--- src/logic/iad_pkg.sv ---
// Shared constants and types for the indirect address decoder
`default_nettype none

package iad_pkg;

    // ****************************************************************
    // Pointer regions
    // ****************************************************************
    localparam logic [15:0] IAD_TRAD_LAST   = 16'h0FFF;
    localparam logic [15:0] IAD_LIN_FIRST   = 16'h2000;
    localparam logic [15:0] IAD_LIN_LAST    = 16'h29AF;
    localparam int          IAD_FLASH_BIT   = 15;

    // ****************************************************************
    // Banked data memory layout
    // ****************************************************************
    localparam logic [11:0] IAD_LIN_BLOCK   = 12'h050;
    localparam logic [6:0]  IAD_GPR_BASE    = 7'h20;
    localparam logic [6:0]  IAD_PORT0_OFS   = 7'h00;
    localparam logic [6:0]  IAD_PORT1_OFS   = 7'h01;
    localparam logic [6:0]  IAD_GPR_END     = 7'h70;

    // ****************************************************************
    // Widths and answer values
    // ****************************************************************
    localparam int          IAD_DATA_W      = 8;
    localparam int          IAD_RAM_AW      = 12;
    localparam int          IAD_FLASH_AW    = 15;
    localparam int          IAD_FLASH_DW    = 14;
    localparam logic [7:0]  IAD_ZERO_BYTE   = 8'h00;

    // ****************************************************************
    // Sequencer states
    // ****************************************************************
    typedef enum logic [1:0] {
        IAD_IDLE    = 2'b00,
        IAD_ISSUE   = 2'b01,
        IAD_FLEXTRA = 2'b10,
        IAD_CAPTURE = 2'b11
    } iad_state_t;

endpackage

`default_nettype wire

--- src/logic/iad_decoder.sv ---
// Indirect address decoder between core datapath, data RAM and program flash
`timescale 1ns/1ps
`default_nettype none

module iad_decoder
    import iad_pkg::*;
(
    input  wire logic                    core_clk,
    input  wire logic                    rst,
    input  wire logic                    req_valid,
    output logic                         req_ready,
    input  wire logic                    req_write,
    input  wire logic                    req_sel,
    input  wire logic [IAD_DATA_W-1:0]   req_wdata,
    input  wire logic [7:0]              pointer_high_byte0,
    input  wire logic [7:0]              pointer_low_byte0,
    input  wire logic [7:0]              pointer_high_byte1,
    input  wire logic [7:0]              pointer_low_byte1,
    output logic                         rsp_valid,
    output logic [IAD_DATA_W-1:0]        rsp_rdata,
    output logic [IAD_RAM_AW-1:0]        ram_addr,
    output logic                         ram_re,
    output logic                         ram_we,
    output logic [IAD_DATA_W-1:0]        ram_wdata,
    input  wire logic [IAD_DATA_W-1:0]   ram_rdata,
    output logic [IAD_FLASH_AW-1:0]      flash_addr,
    output logic                         flash_re,
    input  wire logic [IAD_FLASH_DW-1:0] flash_rdata
);

    // ****************************************************************
    // State
    // ****************************************************************
    typedef struct packed {
        iad_state_t              st;
        logic [IAD_RAM_AW-1:0]   ram_addr;
        logic                    ram_re;
        logic                    ram_we;
        logic [IAD_DATA_W-1:0]   ram_wdata;
        logic [IAD_FLASH_AW-1:0] flash_addr;
        logic                    flash_re;
        logic                    to_flash;
        logic                    to_null;
        logic                    is_write;
        logic                    rsp_valid;
        logic [IAD_DATA_W-1:0]   rsp_rdata;
    } iad_regs_t;

    iad_regs_t r;
    iad_regs_t next_r;

    // ****************************************************************
    // Address decode
    // ****************************************************************
    logic [15:0]           file_select_pointer;
    logic                  req_fire;
    logic                  in_flash;
    logic                  in_trad;
    logic                  in_lin;
    logic                  port_hit;
    logic [11:0]           lin_off;
    logic [11:0]           lin_bank;
    logic [11:0]           lin_idx;
    logic [IAD_RAM_AW-1:0] lin_abs;

    assign file_select_pointer = req_sel ? {pointer_high_byte1, pointer_low_byte1}
                                         : {pointer_high_byte0, pointer_low_byte0};
    // Combinational so that a new request can be taken in the answer cycle
    assign req_ready = (r.st == IAD_IDLE);
    assign req_fire  = req_valid && req_ready;

    assign in_flash = file_select_pointer[IAD_FLASH_BIT];
    assign in_trad  = !in_flash && (file_select_pointer <= IAD_TRAD_LAST);
    assign in_lin   = (file_select_pointer >= IAD_LIN_FIRST)
                   && (file_select_pointer <= IAD_LIN_LAST);
    // The ports sit at the same offset in every bank, so only the low bits matter
    assign port_hit = in_trad && ((file_select_pointer[6:0] == IAD_PORT0_OFS)
                               || (file_select_pointer[6:0] == IAD_PORT1_OFS));

    // Division by a constant; the offset never exceeds 12 bits so this stays small
    assign lin_off  = 12'(file_select_pointer - IAD_LIN_FIRST);
    assign lin_bank = lin_off / IAD_LIN_BLOCK;
    assign lin_idx  = lin_off % IAD_LIN_BLOCK;
    // Bank number fills the bank field; the index stays below 0x70, so no carry reaches it
    assign lin_abs  = {lin_bank[4:0], 7'(IAD_GPR_BASE + lin_idx[6:0])};

    // ****************************************************************
    // Sequencer
    // ****************************************************************
    always_comb begin
        next_r           = r;
        next_r.ram_re    = 1'b0;
        next_r.ram_we    = 1'b0;
        next_r.flash_re  = 1'b0;
        next_r.rsp_valid = 1'b0;
        case (r.st)
            IAD_IDLE: begin
                if (req_fire) begin
                    next_r.st       = IAD_ISSUE;
                    next_r.is_write = req_write;
                    next_r.to_flash = in_flash;
                    next_r.to_null  = !in_flash && (!(in_trad || in_lin) || port_hit);
                    next_r.ram_wdata = req_wdata;
                    if (in_flash) begin
                        next_r.flash_addr = file_select_pointer[IAD_FLASH_AW-1:0];
                        next_r.flash_re   = !req_write;
                    end else if (in_lin) begin
                        next_r.ram_addr = lin_abs;
                        next_r.ram_re   = !req_write;
                        next_r.ram_we   = req_write;
                    end else if (in_trad && !port_hit) begin
                        next_r.ram_addr = file_select_pointer[IAD_RAM_AW-1:0];
                        next_r.ram_re   = !req_write;
                        next_r.ram_we   = req_write;
                    end
                end
            end
            // Flash writes pay the extra cycle too, so latency depends on the region alone
            IAD_ISSUE: begin
                next_r.st = r.to_flash ? IAD_FLEXTRA : IAD_CAPTURE;
            end
            IAD_FLEXTRA: begin
                next_r.st = IAD_CAPTURE;
            end
            IAD_CAPTURE: begin
                next_r.st        = IAD_IDLE;
                next_r.rsp_valid = 1'b1;
                // Writes answer zero as well, so the core never latches a stale byte
                if (r.is_write || r.to_null) begin
                    next_r.rsp_rdata = IAD_ZERO_BYTE;
                end else if (r.to_flash) begin
                    next_r.rsp_rdata = flash_rdata[IAD_DATA_W-1:0];
                end else begin
                    next_r.rsp_rdata = ram_rdata;
                end
            end
            default: begin
                next_r.st = IAD_IDLE;
            end
        endcase
    end

    always_ff @(posedge core_clk) begin
        if (rst) begin
            r <= '0;
        end else begin
            r <= next_r;
        end
    end

    assign rsp_valid  = r.rsp_valid;
    assign rsp_rdata  = r.rsp_rdata;
    assign ram_addr   = r.ram_addr;
    assign ram_re     = r.ram_re;
    assign ram_we     = r.ram_we;
    assign ram_wdata  = r.ram_wdata;
    assign flash_addr = r.flash_addr;
    assign flash_re   = r.flash_re;
endmodule

`default_nettype wire

--- config.mk ---
export PLATFORM = sky130hd
export DESIGN_NAME = iad_decoder
export DESIGN_NICKNAME = d
export VERILOG_FILES = /design/src/logic/iad_pkg.sv /design/src/logic/iad_decoder.sv
export SDC_FILE = /design/constraint.sdc
export NUM_CORES = 1
export LEC_CHECK = 0
export ABC_AREA = 1
export BUFFER_PORTS_ARGS = -buffer_cell sky130_fd_sc_hd__buf_2
export CAP_MARGIN = 30
export CORE_MARGIN = 8
export CORE_UTILIZATION = 45
export CTS_CLUSTER_SIZE = 28
export DETAILED_ROUTE_END_ITERATION = 8
export PLACE_DENSITY = 0.77
export SLEW_MARGIN = 20
export SYNTH_ARGS = -nofsm -noshare
export SYNTH_HDL_FRONTEND = slang
export SYNTH_SLANG_ARGS = --single-unit
--- constraint.sdc ---
create_clock -name core_clk -period 2.7 [get_ports core_clk]
set_clock_uncertainty 0.05 [all_clocks]
set_input_delay 0.54 -clock core_clk [delete_from_list [all_inputs] [get_ports core_clk]]
set_output_delay 0.54 -clock core_clk [all_outputs]
set_load 0.05 [all_outputs]
==> parameters.txt, run 1 <==
Parameter                              Value

Global routing
  Sum of overflow across all layers after global routing ... 0
  Vias in the first global route ... 3347
  GRT Overall Usage ... 17.4%
  Antenna violations before repair ... 0
  Largest net degree at the start of global routing ... 28
  Global-route wire length before repair ... 14500 um

Synth
  Post-synth ARST share ... 0%
  Cell types with the highest counts after synthesis ... nand2_1, dfxtp_1, buf_4
  Fraction of post-synthesis cell area in the top cell type by area ... 32.8%
  Cell variety after synth ... 34
  Number of synthesized flops with an enable pin ... 0
  Gate Count Post-Synth ... 459
  Synth Net Count ... 529
  Top post-synthesis cells by area ... dfxtp_1, nand2_1, buf_4, o21ai_0, a21oi_1
  Most numerous cell in the Yosys netlist ... nand2_1
  Post-synth design cell area ... 3170 um^2
  Post-synth top area cell ... dfxtp_1
  Number of warning messages in the yosys log ... 0
  Seq/Total Area, Yosys ... 32.8%
  Flip-flop and latch count after synthesis ... 52
  Mean area per synthesized cell ... 6.92 um^2
  Primary flip-flop cell chosen by synthesis mapping ... dfxtp_1

Timing
  Worst Slack Setup Final ... -0.329 ns
  Setup repair after global routing missed its margin ... true
  Final number of setup-violating endpoints ... 14
  Period Utilization, post-route ... 112%
  Final max-slew violation count ... 0
  Final critical-path required period ... 3.03 ns
  Accumulated negative setup slack ... -3.23 ns
  Number of hold-slack violations in the final timing report ... 0
  Peak clock frequency supported by timing ... 0.330 GHz
  Transition time at the pin with the least slew margin ... 0.639 ns
  Remaining max-slew budget at the tightest pin ... 57.1%

Setup path
  FF-to-FF setup slack ... 0.73 ns
  Worst Reg2Reg Path Length in Cells ... 8
  Worst setup path class ... in2reg
  Cell with the largest stage delay on the worst path ... o21ai_4
  Critical path's largest stage delay ... 0.23 ns
  Startpoint types ... input pin
  Largest delay contributor family on the critical path ... simple AND/OR/NAND/NOR gates
  Crit path DAT ... 3.18 ns
  CP max FO ... 5
  CP Data Required Time ... 2.85 ns
  Type of destination of the critical path ... register
  Launching instance or port of the critical path ... req_sel
  Total stage count of the critical path ... 30
  Capture point of the worst reg-to-reg path ... ram_addr[7]
  End point of the critical path ... ram_addr[6]
  Top cell by count, worst path ... nand2_2
  Critical R2R Launch ... r[50]
  Worst path bufs/invs ... 4

Floorplan
  Vertical die dimension ... 100 um
  Effective utilization at floorplan ... 46.7%
  Floorplan die area ... 10000 um^2
  Die Wd ... 100 um
  Core outline area ... 6790 um^2
  Boundary pin count ... 115
  Standard-cell rows ... 30

Drt
  Detailed-route vias per instance ... 5.01
  # DRC ... 0
  Number of detailed-route iterations in the first pass ... 4
  Total Wirelength ... 9650 um
  Initial detailed-routing violation count ... 174
  Overall via count from detail_route ... 3440
  Detail-routed net length per standard cell ... 14.0 um
  Antenna Nets Post-Route ... 0

Final layout
  Ratio of cells with drive above 1 in the final layout ... 50.3%
  Area growth from synthesis to layout ... 39.5%
  Count of nets after finishing ... 660
  Design area ... 4430 um^2
  Total of fill cells in the finished design ... 567
  Number of inserted diodes ... 0

Clocking
  H-tree Lvls ... 2
  Clock latency at the later pin of the worst-skew pair ... 0.31 ns
  CTS tree ... built
  Root buffer cell ... clkbuf_8
  CTS Buf Count ... 5
  Number of sinks on the clock net ... 52
  Register clock-pin slew on the reported worst setup and hold paths ... 0.10 ns
  Deepest clock path buffer count ... 2

Power and ir drop
  Share of total power in combinational logic ... 50.4%
  Sw frac ... 44.0%
  Power dissipated by switching net loads ... 0.00121 W
  Largest voltage drop on the vdd net ... 280 uV
  Power share of the clock group ... 17.2%
  Tot Pwr ... 0.00275 W
  Cell internal pwr ... 0.00154 W
  Pwr dens ... 621 nW/um^2
  Sequential Power Share ... 32.3%
  Leakage power of the design ... 2.22 nW

Run status
  Failing checks ... negative setup slack
  Outcome ... finished, violations left

Placed design
  Routability Congestion ... 0.818
  Number of I/O port buffers ... 108
  HPWL after DPL ... 6440 um
  Area of placed instances ... 3770 um^2

Min path
  Path type of the worst min-delay path ... in2reg

Run
  Count of maximum capacitance violations ... 0
repair_timing:
item | in CTS | in global routing
resized for setup | 26 | 57
hold buffers | 0 | 0
setup endpoints to repair | 4 | 14
setup buffers | 24 | 8
gates cloned | 0 | 1
pin swaps | 18 | 35
power by group through the flow:
stage	combinational (W)	clock (W)	sequential [W]
finish	0.00139	0.000473	0.000888
global placement	0.00103	0	0.000901
detailed placement	0.00105	0	0.000906
global route	0.00149	0.000511	0.000897
floorplan	0.000842	0	0.000895
CTS	0.00118	0.000486	0.000888
worst min path at each step:
| stage | from | end | slack (ns) | cells past startpoint |
|---|---|---|---|---|
| 2_1_floorplan | flash_addr[0] | flash_addr[0] | 0.39 | 2 |
| 3_3_place_gp | rsp_rdata[3] | rsp_rdata[3] | 0.40 | 2 |
| 3_5_place_dp | rsp_rdata[4] | rsp_rdata[4] | 0.40 | 2 |
| 4_1_cts | req_write | ram_re | 0.37 | 2 |
| 5_1_grt | req_write | ram_re | 0.39 | 2 |
| 6_report | req_write | ram_re | 0.40 | 2 |
cells in the final DEF (no fill, tap or decap), types with 2 or more instances in the layout:
master,instances
or2_2,9
clkinvlp_4,2
a21oi_1,27
nand2_1,82
nor2_2,3
buf_4,67
dfxtp_1,52
buf_6,6
o21ai_1,3
a21oi_2,5
nor2_1,36
nor3_1,4
a31oi_1,3
o21ai_2,3
o21ai_4,4
ha_1,3
nor2_4,2
inv_4,3
nand3_2,14
o21ai_0,32
nand2_4,17
buf_8,2
clkbuf_8,5
buf_2,107
a211oi_1,8
inv_2,6
inv_1,22
nand3_4,2
clkinv_1,3
nand3_1,14
nand2_2,32
routing by layer:
metal / routed length, um / part of all wire (%) / up-vias / GRT usage [%]
met5: 0 / 0 / - / 0
met4: 227 / 2.4 / 0 / 6.16
met3: 755 / 7.8 / 20 / 4.50
met2: 4950 / 51 / 133 / 32.4
met1: 3720 / 39 / 1586 / 18.4
li1: - / - / 1701 / -
kinds of logic (layout without fill, tap and decap cells):
group,Yosys count,count (layout),synth area share [%]
simple gates,223,223,33.6
buf+inv,94,226,16.5
compound gates,87,87,15.9
flops,52,52,32.8
fa+ha+maj,3,3,1.18
area by class of cell:
type	instances	area (um^2)	area share, %
flip-flops and latches	52	1040	23.5
multi-input cells	313	1880	42.5
clock buffers	5	68.8	1.55
inverters	35	144	3.25
repair buffers	182	1140	25.7
well taps	96	120	2.71
repair inverters	1	7.51	0.170
clock inverters	3	27.5	0.622
state kept, by name, summed over array words and instances, names as in the netlist:
name        count
ram_addr       12
rsp_valid       1
ram_wdata       8
ram_re          1
r               5
flash_re        1
ram_we          1
flash_addr     15
rsp_rdata       8
metrics by stage:
stage | setup WS [ns] | util (%) | std cells | hold slack (ns)
3_5_place_dp | -0.483 | 55.5 | 646 | 0.402
4_1_cts | -0.107 | 60.9 | 678 | 0.367
6_report | -0.329 | 65.2 | 687 | 0.400
5_1_grt | -0.489 | 65.2 | 687 | 0.392
2_1_floorplan | -0.110 | - | 459 | 0.390
3_3_place_gp | -0.438 | 55.5 | 646 | 0.399
No activity file was read; power rests on OpenSTA's default activity.
==> run 2, diff against run 1 <==
ABC_AREA = not set   (was 1)
CORE_UTILIZATION = 46   (was 45)
==> run 2 against run 1 <==
Net effect: critical endpoint is now ram_addr[4]; count of clock-buffer cells in the layout unchanged; flip-flop and latch count unchanged; register-to-register slack worse by 0.12 ns; worst hold slack got worse by 0.0093 ns; power rose by 6.4%; final cell count fell by 2.8%; non-clock buffer count grew 18; critical path depth down 19; the flow still finishes with violations (negative setup slack); sequential share of layout area down 2.8 points; sequential power up 6.8%; final area grew 13%; synthesized cell count shrank 5.9%.
==> parameters.txt, run 2 <==
Parameter                              Value

Run status
  Outcome ... finished, violations left
  Failing checks ... negative setup slack

Synth
  Flip-flop and latch count after synthesis ... 52 (unchanged)
  Post-synth ARST share ... 0% (unchanged)
  Post-synth top area cell ... dfxtp_1
  Most numerous cell in the Yosys netlist ... nor2_1
  Primary flip-flop cell chosen by synthesis mapping ... dfxtp_1
  Cell variety after synth ... 58 (+71%)
  Fraction of post-synthesis cell area in the top cell type by area ... 29.7% (-3.1 points)
  Gate Count Post-Synth ... 432 (-5.9%)
  Post-synth design cell area ... 3510 um^2 (+10%)
  Synth Net Count ... 502 (-5.1%)
  Number of warning messages in the yosys log ... 0 (unchanged)
  Top post-synthesis cells by area ... dfxtp_1, buf_4, a211oi_1, nor2_1, a21oi_1
  Seq/Total Area, Yosys ... 29.7% (-3.1 points)
  Cell types with the highest counts after synthesis ... nor2_1, dfxtp_1, buf_4
  Number of synthesized flops with an enable pin ... 0 (unchanged)
  Mean area per synthesized cell ... 8.12 um^2 (+17%)

Floorplan
  Floorplan die area ... 10700 um^2 (+6.8%)
  Core outline area ... 7570 um^2 (+11%)
  Effective utilization at floorplan ... 46.3% (-0.38 points)
  Die Wd ... 103 um (+3.3%)
  Standard-cell rows ... 32 (+6.7%)
  Vertical die dimension ... 103 um (+3.3%)
  Boundary pin count ... 115 (unchanged)

Drt
  Initial detailed-routing violation count ... 276 (+59%)
  Detailed-route vias per instance ... 5.65 (+13%)
  Overall via count from detail_route ... 3777 (+9.8%)
  Number of detailed-route iterations in the first pass ... 5 (+1)
  # DRC ... 0 (unchanged)
  Detail-routed net length per standard cell ... 17.3 um (+23%)
  Antenna Nets Post-Route ... 0 (unchanged)
  Total Wirelength ... 11600 um (+20%)

Setup path
  Startpoint types ... input pin
  Worst setup path class ... in2reg
  Worst Reg2Reg Path Length in Cells ... 9 (+1)
  Cell with the largest stage delay on the worst path ... or4_4
  Largest delay contributor family on the critical path ... simple AND/OR/NAND/NOR gates
  Top cell by count, worst path ... or4_4
  Capture point of the worst reg-to-reg path ... ram_addr[4]
  Type of destination of the critical path ... register
  Ordered list of cells on the worst path ... buf_12, mux2i_4, buf_6, xnor2_2, a22oi_1, and2_4, nor4_2, or4_4, or4_4, mux2i_1, a311o_1
  Critical path's largest stage delay ... 0.54 ns (+0.31 ns)
  Crit path DAT ... 3.26 ns (+0.08 ns)
  Critical R2R Launch ... r[50]
  Worst path bufs/invs ... 2 (-2)
  CP Data Required Time ... 2.86 ns (about the same)
  CP max FO ... 6 (+1)
  FF-to-FF setup slack ... 0.61 ns (-0.12 ns)

Min path
  Worst min-delay path endpoint ... ram_re
  Path type of the worst min-delay path ... in2reg
  Min-Delay Path Depth ... 2 (unchanged)
  Hold_sp ... req_write

Clocking
  H-tree Lvls ... 2 (unchanged)
  Register clock-pin slew on the reported worst setup and hold paths ... 0.10 ns (about the same)
  CTS Buf Count ... 5 (unchanged)
  Clock latency at the later pin of the worst-skew pair ... 0.31 ns (about the same)
  Number of sinks on the clock net ... 52 (unchanged)
  Cts-stage hold buffer count ... 0 (unchanged)
  Deepest clock path buffer count ... 2 (unchanged)
  CTS tree ... built
  Root buffer cell ... clkbuf_8

Placed design
  Routability Congestion ... 0.893 (+9.3%)
  Number of I/O port buffers ... 108 (unchanged)
  Placement-stage worst setup slack ... -0.977 ns (-0.494 ns)
  HPWL after DPL ... 7920 um (+23%)

Global routing
  Antenna violations before repair ... 0 (unchanged)
  Global-route wire length before repair ... 16700 um (+15%)
  Vias in the first global route ... 3505 (+4.7%)
  Sum of overflow across all layers after global routing ... 0 (unchanged)
  Largest net degree at the start of global routing ... 33 (+18%)
  GRT Overall Usage ... 19.5% (+2.1 points)

Timing
  Final max-slew violation count ... 0 (unchanged)
  Setup repair after global routing missed its margin ... true
  Peak clock frequency supported by timing ... 0.323 GHz (-2.3%)
  Final critical-path required period ... 3.10 ns (+0.0703 ns)
  Period Utilization, post-route ... 115% (+2.6 points)
  Final number of setup-violating endpoints ... 5 (-9)
  Remaining max-slew budget at the tightest pin ... 69.5% (+12 points)
  Worst Slack Setup Final ... -0.399 ns (-0.0703 ns)
  Transition time at the pin with the least slew margin ... 0.454 ns (-0.185 ns)
  Number of hold-slack violations in the final timing report ... 0 (unchanged)

Power and ir drop
  Pwr dens ... 582 nW/um^2 (-6.3%)
  Leakage power of the design ... 2.17 nW (-2.3%)
  Tot Pwr ... 0.00292 W (+6.4%)
  Largest voltage drop on the vdd net ... 269 uV (-3.7%)

Run
  Count of maximum capacitance violations ... 0 (unchanged)

Final layout
  Commonest cells after routing, fill and taps aside ... buf_2, buf_4, dfxtp_1
  Area growth from synthesis to layout ... 43.2%
  Number of flip-flops under the largest register name ... 15 (unchanged)
  Most common cell after layout, fill and taps aside ... buf_2
  Count of nets after finishing ... 635 (-3.8%)
  Ratio of cells with drive above 1 in the final layout ... 49.6% (-0.61 points)
  Number of inserted diodes ... 0 (unchanged)
-- run 2: cell types whose count changed in the layout (fill, tap and decap cells not counted), moves of 17 or more --
cell,delta
nand2_4,-17
inv_1,-18
o21ai_0,-24
nand2_2,-31
nand2_1,-52
a211oi_1,+20
-- run 2: cell type report --
cell class | instances | area (um^2)
Multi-Input combinational cell | 302 | 2370
Inverter | 4 | 15.0
Clock buffer | 5 | 68.8
Timing Repair Buffer | 200 | 1380
Sequential cell | 52 | 1040
Tap cell | 102 | 128
Clock inverter | 3 | 21.3
Fill cell | 598 | 2540
-- run 2: metrics by stage --
step / util, % / hold slack [ns] / setup TNS, ns / cell area (um^2) / std cells
2_1_floorplan: - / 0.387 / -1.86 / 3630 / 432
3_3_place_gp: 57.2 / 0.390 / -7.56 / 4330 / 639
3_5_place_dp: 57.2 / 0.395 / -8.02 / 4330 / 639
4_1_cts: 62.9 / 0.381 / -0.697 / 4760 / 662
5_1_grt: 66.4 / 0.388 / -1.55 / 5020 / 668
6_report: 66.4 / 0.391 / -1.21 / 5020 / 668
-- run 2: timing repair --
item                                    CTS  global route
resized for setup                        45            38
setup buffers                            13             7
gates cloned                              2             1
endpoints found under the setup margin   14            14
pin swaps                                23            10
-- run 2: worst max path at each step --
stage | start | end | slack (ns) | cells after the start
after global routing | req_sel | ram_addr[4] | -0.46 | 13
after detailed placement | req_sel | ram_addr[4] | -0.98 | 11
after CTS | req_sel | ram_addr[4] | -0.32 | 10
after global placement | req_sel | ram_addr[4] | -0.92 | 11
after floorplan | req_sel | ram_addr[4] | -0.69 | 10
final | req_sel | ram_addr[4] | -0.40 | 11
-- run 2: kinds of logic after synthesis --
kind of cell / count (synthesis) / share of synthesized area, %
and+or+nand+nor: 148 / 20.4
xor gates and xnor gates: 5 / 1.25
muxes: 35 / 11.3
adders and majority gates: 3 / 1.07
AOI/OAI and AO/OA: 110 / 21.6
buffers and inverters: 79 / 14.6
DFF: 52 / 29.7
-- run 2: metal layers --
metal / track usage (%) / part of all wire [%] / wire, um / up-vias
li1: - / - / - / 1791
met1: 22.7 / 40 / 4620 / 1812
met2: 35.4 / 50 / 5810 / 148
met3: 2.95 / 7.4 / 850 / 26
met4: 7.01 / 2.4 / 272 / 0
met5: 0 / 0 / 0 / -
-- run 2: where the power goes --
part / internal (W) / switching, W
Clock: 0.000184 / 0.000266
Sequential: 0.000878 / 0.0000703
Combinational: 0.000595 / 0.000929
==> run 3, diff against run 2 <==
CORE_UTILIZATION = 51   (was 46)
PLACE_DENSITY = 0.8   (was 0.77)
clock period = 3.1 ns   (was 2.7 ns; I/O delays follow)
==> run 3 against run 2 <==
Net effect: the run still ends with negative setup slack left; global-route usage rose by 0.25 points; clock power fell by 9.8%; non-clock buffer count fell by 28; final cell count fell by 7.6%; count of clock-buffer cells in the layout rose by 1; sequential power fell by 13%; sequential share of layout area rose by 3.0 points; utilization fell by 1.1 points; combinational power fell by 25%; flip-flop and latch count did not move; critical path type unchanged; largest cell class unchanged.
==> parameters.txt, run 3 (synthesis gave the netlist of run 2 again) <==
Parameter                              Value

Drt
  Antenna Nets Post-Route ... 0 (unchanged)
  Detailed-route vias per instance ... 5.59 (-1.1%)
  Initial detailed-routing violation count ... 244 (-12%)
  Overall via count from detail_route ... 3450 (-8.7%)
  # DRC ... 0 (unchanged)
  Detail-routed net length per standard cell ... 16.3 um (-5.7%)
  Total Wirelength ... 10100 um (-13%)
  Number of detailed-route iterations in the first pass ... 5 (unchanged)

Setup path
  Total stage count of the critical path ... 11 (unchanged)
  Largest delay contributor family on the critical path ... simple AND/OR/NAND/NOR gates
  CP max FO ... 7 (+1)
  Launching instance or port of the critical path ... req_sel
  Startpoint types ... input pin
  Worst path bufs/invs ... 2 (unchanged)
  Worst setup path class ... in2reg
  Worst Reg2Reg Path Length in Cells ... 8 (-1)
  Type of destination of the critical path ... register
  Ordered list of cells on the worst path ... buf_12, buf_12, mux2i_4, nor2_4, a2111oi_4, o21a_2, a21oi_2, or4_4, or4_4, mux2i_1, a311o_1
  End point of the critical path ... ram_addr[4]
  Cell with the largest stage delay on the worst path ... or4_4
  Critical path's largest stage delay ... 0.54 ns (about the same)
  Capture point of the worst reg-to-reg path ... ram_addr[10]
  FF-to-FF setup slack ... 0.94 ns (+0.33 ns)
  CP Data Required Time ... 3.26 ns (+0.40 ns)
  Critical R2R Launch ... r[51]
  Crit path DAT ... 3.32 ns (+0.06 ns)

Global routing
  Vias in the first global route ... 3363 (-4.1%)
  GRT Overall Usage ... 19.8% (+0.25 points)
  Sum of overflow across all layers after global routing ... 0 (unchanged)
  Largest net degree at the start of global routing ... 35 (+6.1%)
  Antenna violations before repair ... 0 (unchanged)
  Global-route wire length before repair ... 16200 um (-2.6%)

Final layout
  Number of inserted diodes ... 0 (unchanged)
  Fin util ... 65.3% (-1.1 points)
  Ratio of cells with drive above 1 in the final layout ... 41.7% (-7.9 points)
  Most common cell after layout, fill and taps aside ... buf_2
  Area growth from synthesis to layout ... 25.1%
  Commonest cells after routing, fill and taps aside ... buf_2, buf_4, dfxtp_1
  Count of nets after finishing ... 606 (-4.6%)
  Design area ... 4390 um^2 (-13%)
  Number of flip-flops under the largest register name ... 15 (unchanged)

Clocking
  CTS Buf Count ... 5 (unchanged)
  Cts-stage hold buffer count ... 0 (unchanged)
  Root buffer cell ... clkbuf_8
  CTS tree ... built
  Number of sinks on the clock net ... 52 (unchanged)
  Clock latency at the later pin of the worst-skew pair ... 0.30 ns (about the same)
  Deepest clock path buffer count ... 2 (unchanged)
  Register clock-pin slew on the reported worst setup and hold paths ... 0.09 ns (about the same)
  H-tree Lvls ... 2 (unchanged)

Floorplan
  Standard-cell rows ... 30 (-6.3%)
  Boundary pin count ... 115 (unchanged)
  Floorplan die area ... 9790 um^2 (-8.3%)
  Effective utilization at floorplan ... 52.2% (+5.9 points)
  Die Wd ... 98.9 um (-4.2%)
  Core outline area ... 6720 um^2 (-11%)
  Vertical die dimension ... 98.9 um (-4.2%)

Timing
  Final critical-path required period ... 3.17 ns
  Period Utilization, post-route ... 102%
  Transition time at the pin with the least slew margin ... 0.581 ns (+0.127 ns)
  Worst Slack Setup Final ... -0.0692 ns (+0.330 ns)
  Peak clock frequency supported by timing ... 0.316 GHz
  Remaining max-slew budget at the tightest pin ... 60.9% (-8.6 points)
  Final number of setup-violating endpoints ... 1 (-4)
  Final max-slew violation count ... 0 (unchanged)
  Accumulated negative setup slack ... -0.0692 ns (+1.14 ns)
  Setup repair after global routing missed its margin ... true
  Number of hold-slack violations in the final timing report ... 0 (unchanged)

Placed design
  Area of placed instances ... 4200 um^2 (-3.0%)
  Placement-stage worst setup slack ... -0.558 ns (+0.419 ns)
  HPWL after DPL ... 7890 um (-0.40%)
  Number of I/O port buffers ... 108 (unchanged)
  Routability Congestion ... 0.863 (-3.4%)

Power and ir drop
  Cell internal pwr ... 0.00136 W (-18%)
  Power dissipated by switching net loads ... 0.00101 W (-20%)
  Share of total power in combinational logic ... 48.1% (-4.1 points)
  Sw frac ... 42.7% (-0.63 points)
  Power share of the clock group ... 17.1% (+1.7 points)
  Pwr dens ... 541 nW/um^2 (-7.1%)
  Leakage power of the design ... 1.92 nW (-11%)
  Sequential Power Share ... 34.8% (+2.4 points)
  Largest voltage drop on the vdd net ... 191 uV (-29%)

Run
  Count of maximum capacitance violations ... 0 (unchanged)

Run status
  Outcome ... finished, violations left
  Failing checks ... negative setup slack

Min path
  Path type of the worst min-delay path ... reg2reg
[run 3: changes by cell type in the layout (fill, tap and decap cells not counted), moves of 3 or more]
cell and change:
buf_6 -15, buf_4 -10, o21ai_0 +5, mux2_4 -4
mux2i_1 +4, nor4_1 +4, o21ai_1 -4, mux2_2 +3
mux2i_4 -3, xnor2_1 +3
[run 3: area by class of cell]
cell class | count | area, um^2
inverter | 4 | 15.0
multi-input combinational | 301 | 2090
timing repair buffer | 172 | 1050
clock buffer | 6 | 82.6
tap | 80 | 100
sequential | 52 | 1040
fill | 574 | 2330
clock inverter | 2 | 13.8
[run 3: worst min-delay path, cell delays in order (launching register included)]
cell     delay [ns]
dfxtp_1        0.32
nand2_1        0.05
a21oi_1        0.05
[run 3: per-layer routing]
layer  vias up  share of wire [%]  track usage [%]
li1       1726                  -                -
met1      1612                 40             21.8
met2       100                 52             36.5
met3        12                6.4             4.02
met4         0                1.3             6.73
met5         -                  0                0
[run 3: what timing repair did]
action                                  4_1_cts  5_1_grt
setup buffers                                 1        1
resized for setup                             9        6
endpoints found under the setup margin        4       10
pin swaps                                     3        1
[run 3: through the flow]
stage	hold WS [ns]	instances	power [W]
after floorplan	0.387	432	0.00174
after global placement	0.389	606	0.00192
after detailed placement	0.397	606	0.00195
after CTS	0.411	615	0.00237
after global routing	0.435	617	0.00250
final	0.409	617	0.00237
[run 3: power groups by stage]
| stage | registers (W) | clock network [W] | logic [W] |
|---|---|---|---|
| 2_1_floorplan | 0.000829 | 0 | 0.000907 |
| 3_3_place_gp | 0.000836 | 0 | 0.00109 |
| 3_5_place_dp | 0.000841 | 0 | 0.00111 |
| 4_1_cts | 0.000826 | 0.000420 | 0.00113 |
| 5_1_grt | 0.000839 | 0.000438 | 0.00122 |
| 6_report | 0.000825 | 0.000406 | 0.00114 |
[run 3: how the worst min path moves through the flow]
stage	start	cells past startpoint	slack (ns)	endpoint
after floorplan	ram_wdata[0]	2	0.39	ram_wdata[0]
after global placement	ram_wdata[0]	2	0.39	ram_wdata[0]
after detailed placement	ram_wdata[3]	2	0.40	ram_wdata[3]
after CTS	ram_wdata[2]	2	0.41	ram_wdata[2]
after global routing	ram_wdata[2]	2	0.43	ram_wdata[2]
final	ram_wdata[2]	2	0.41	ram_wdata[2]
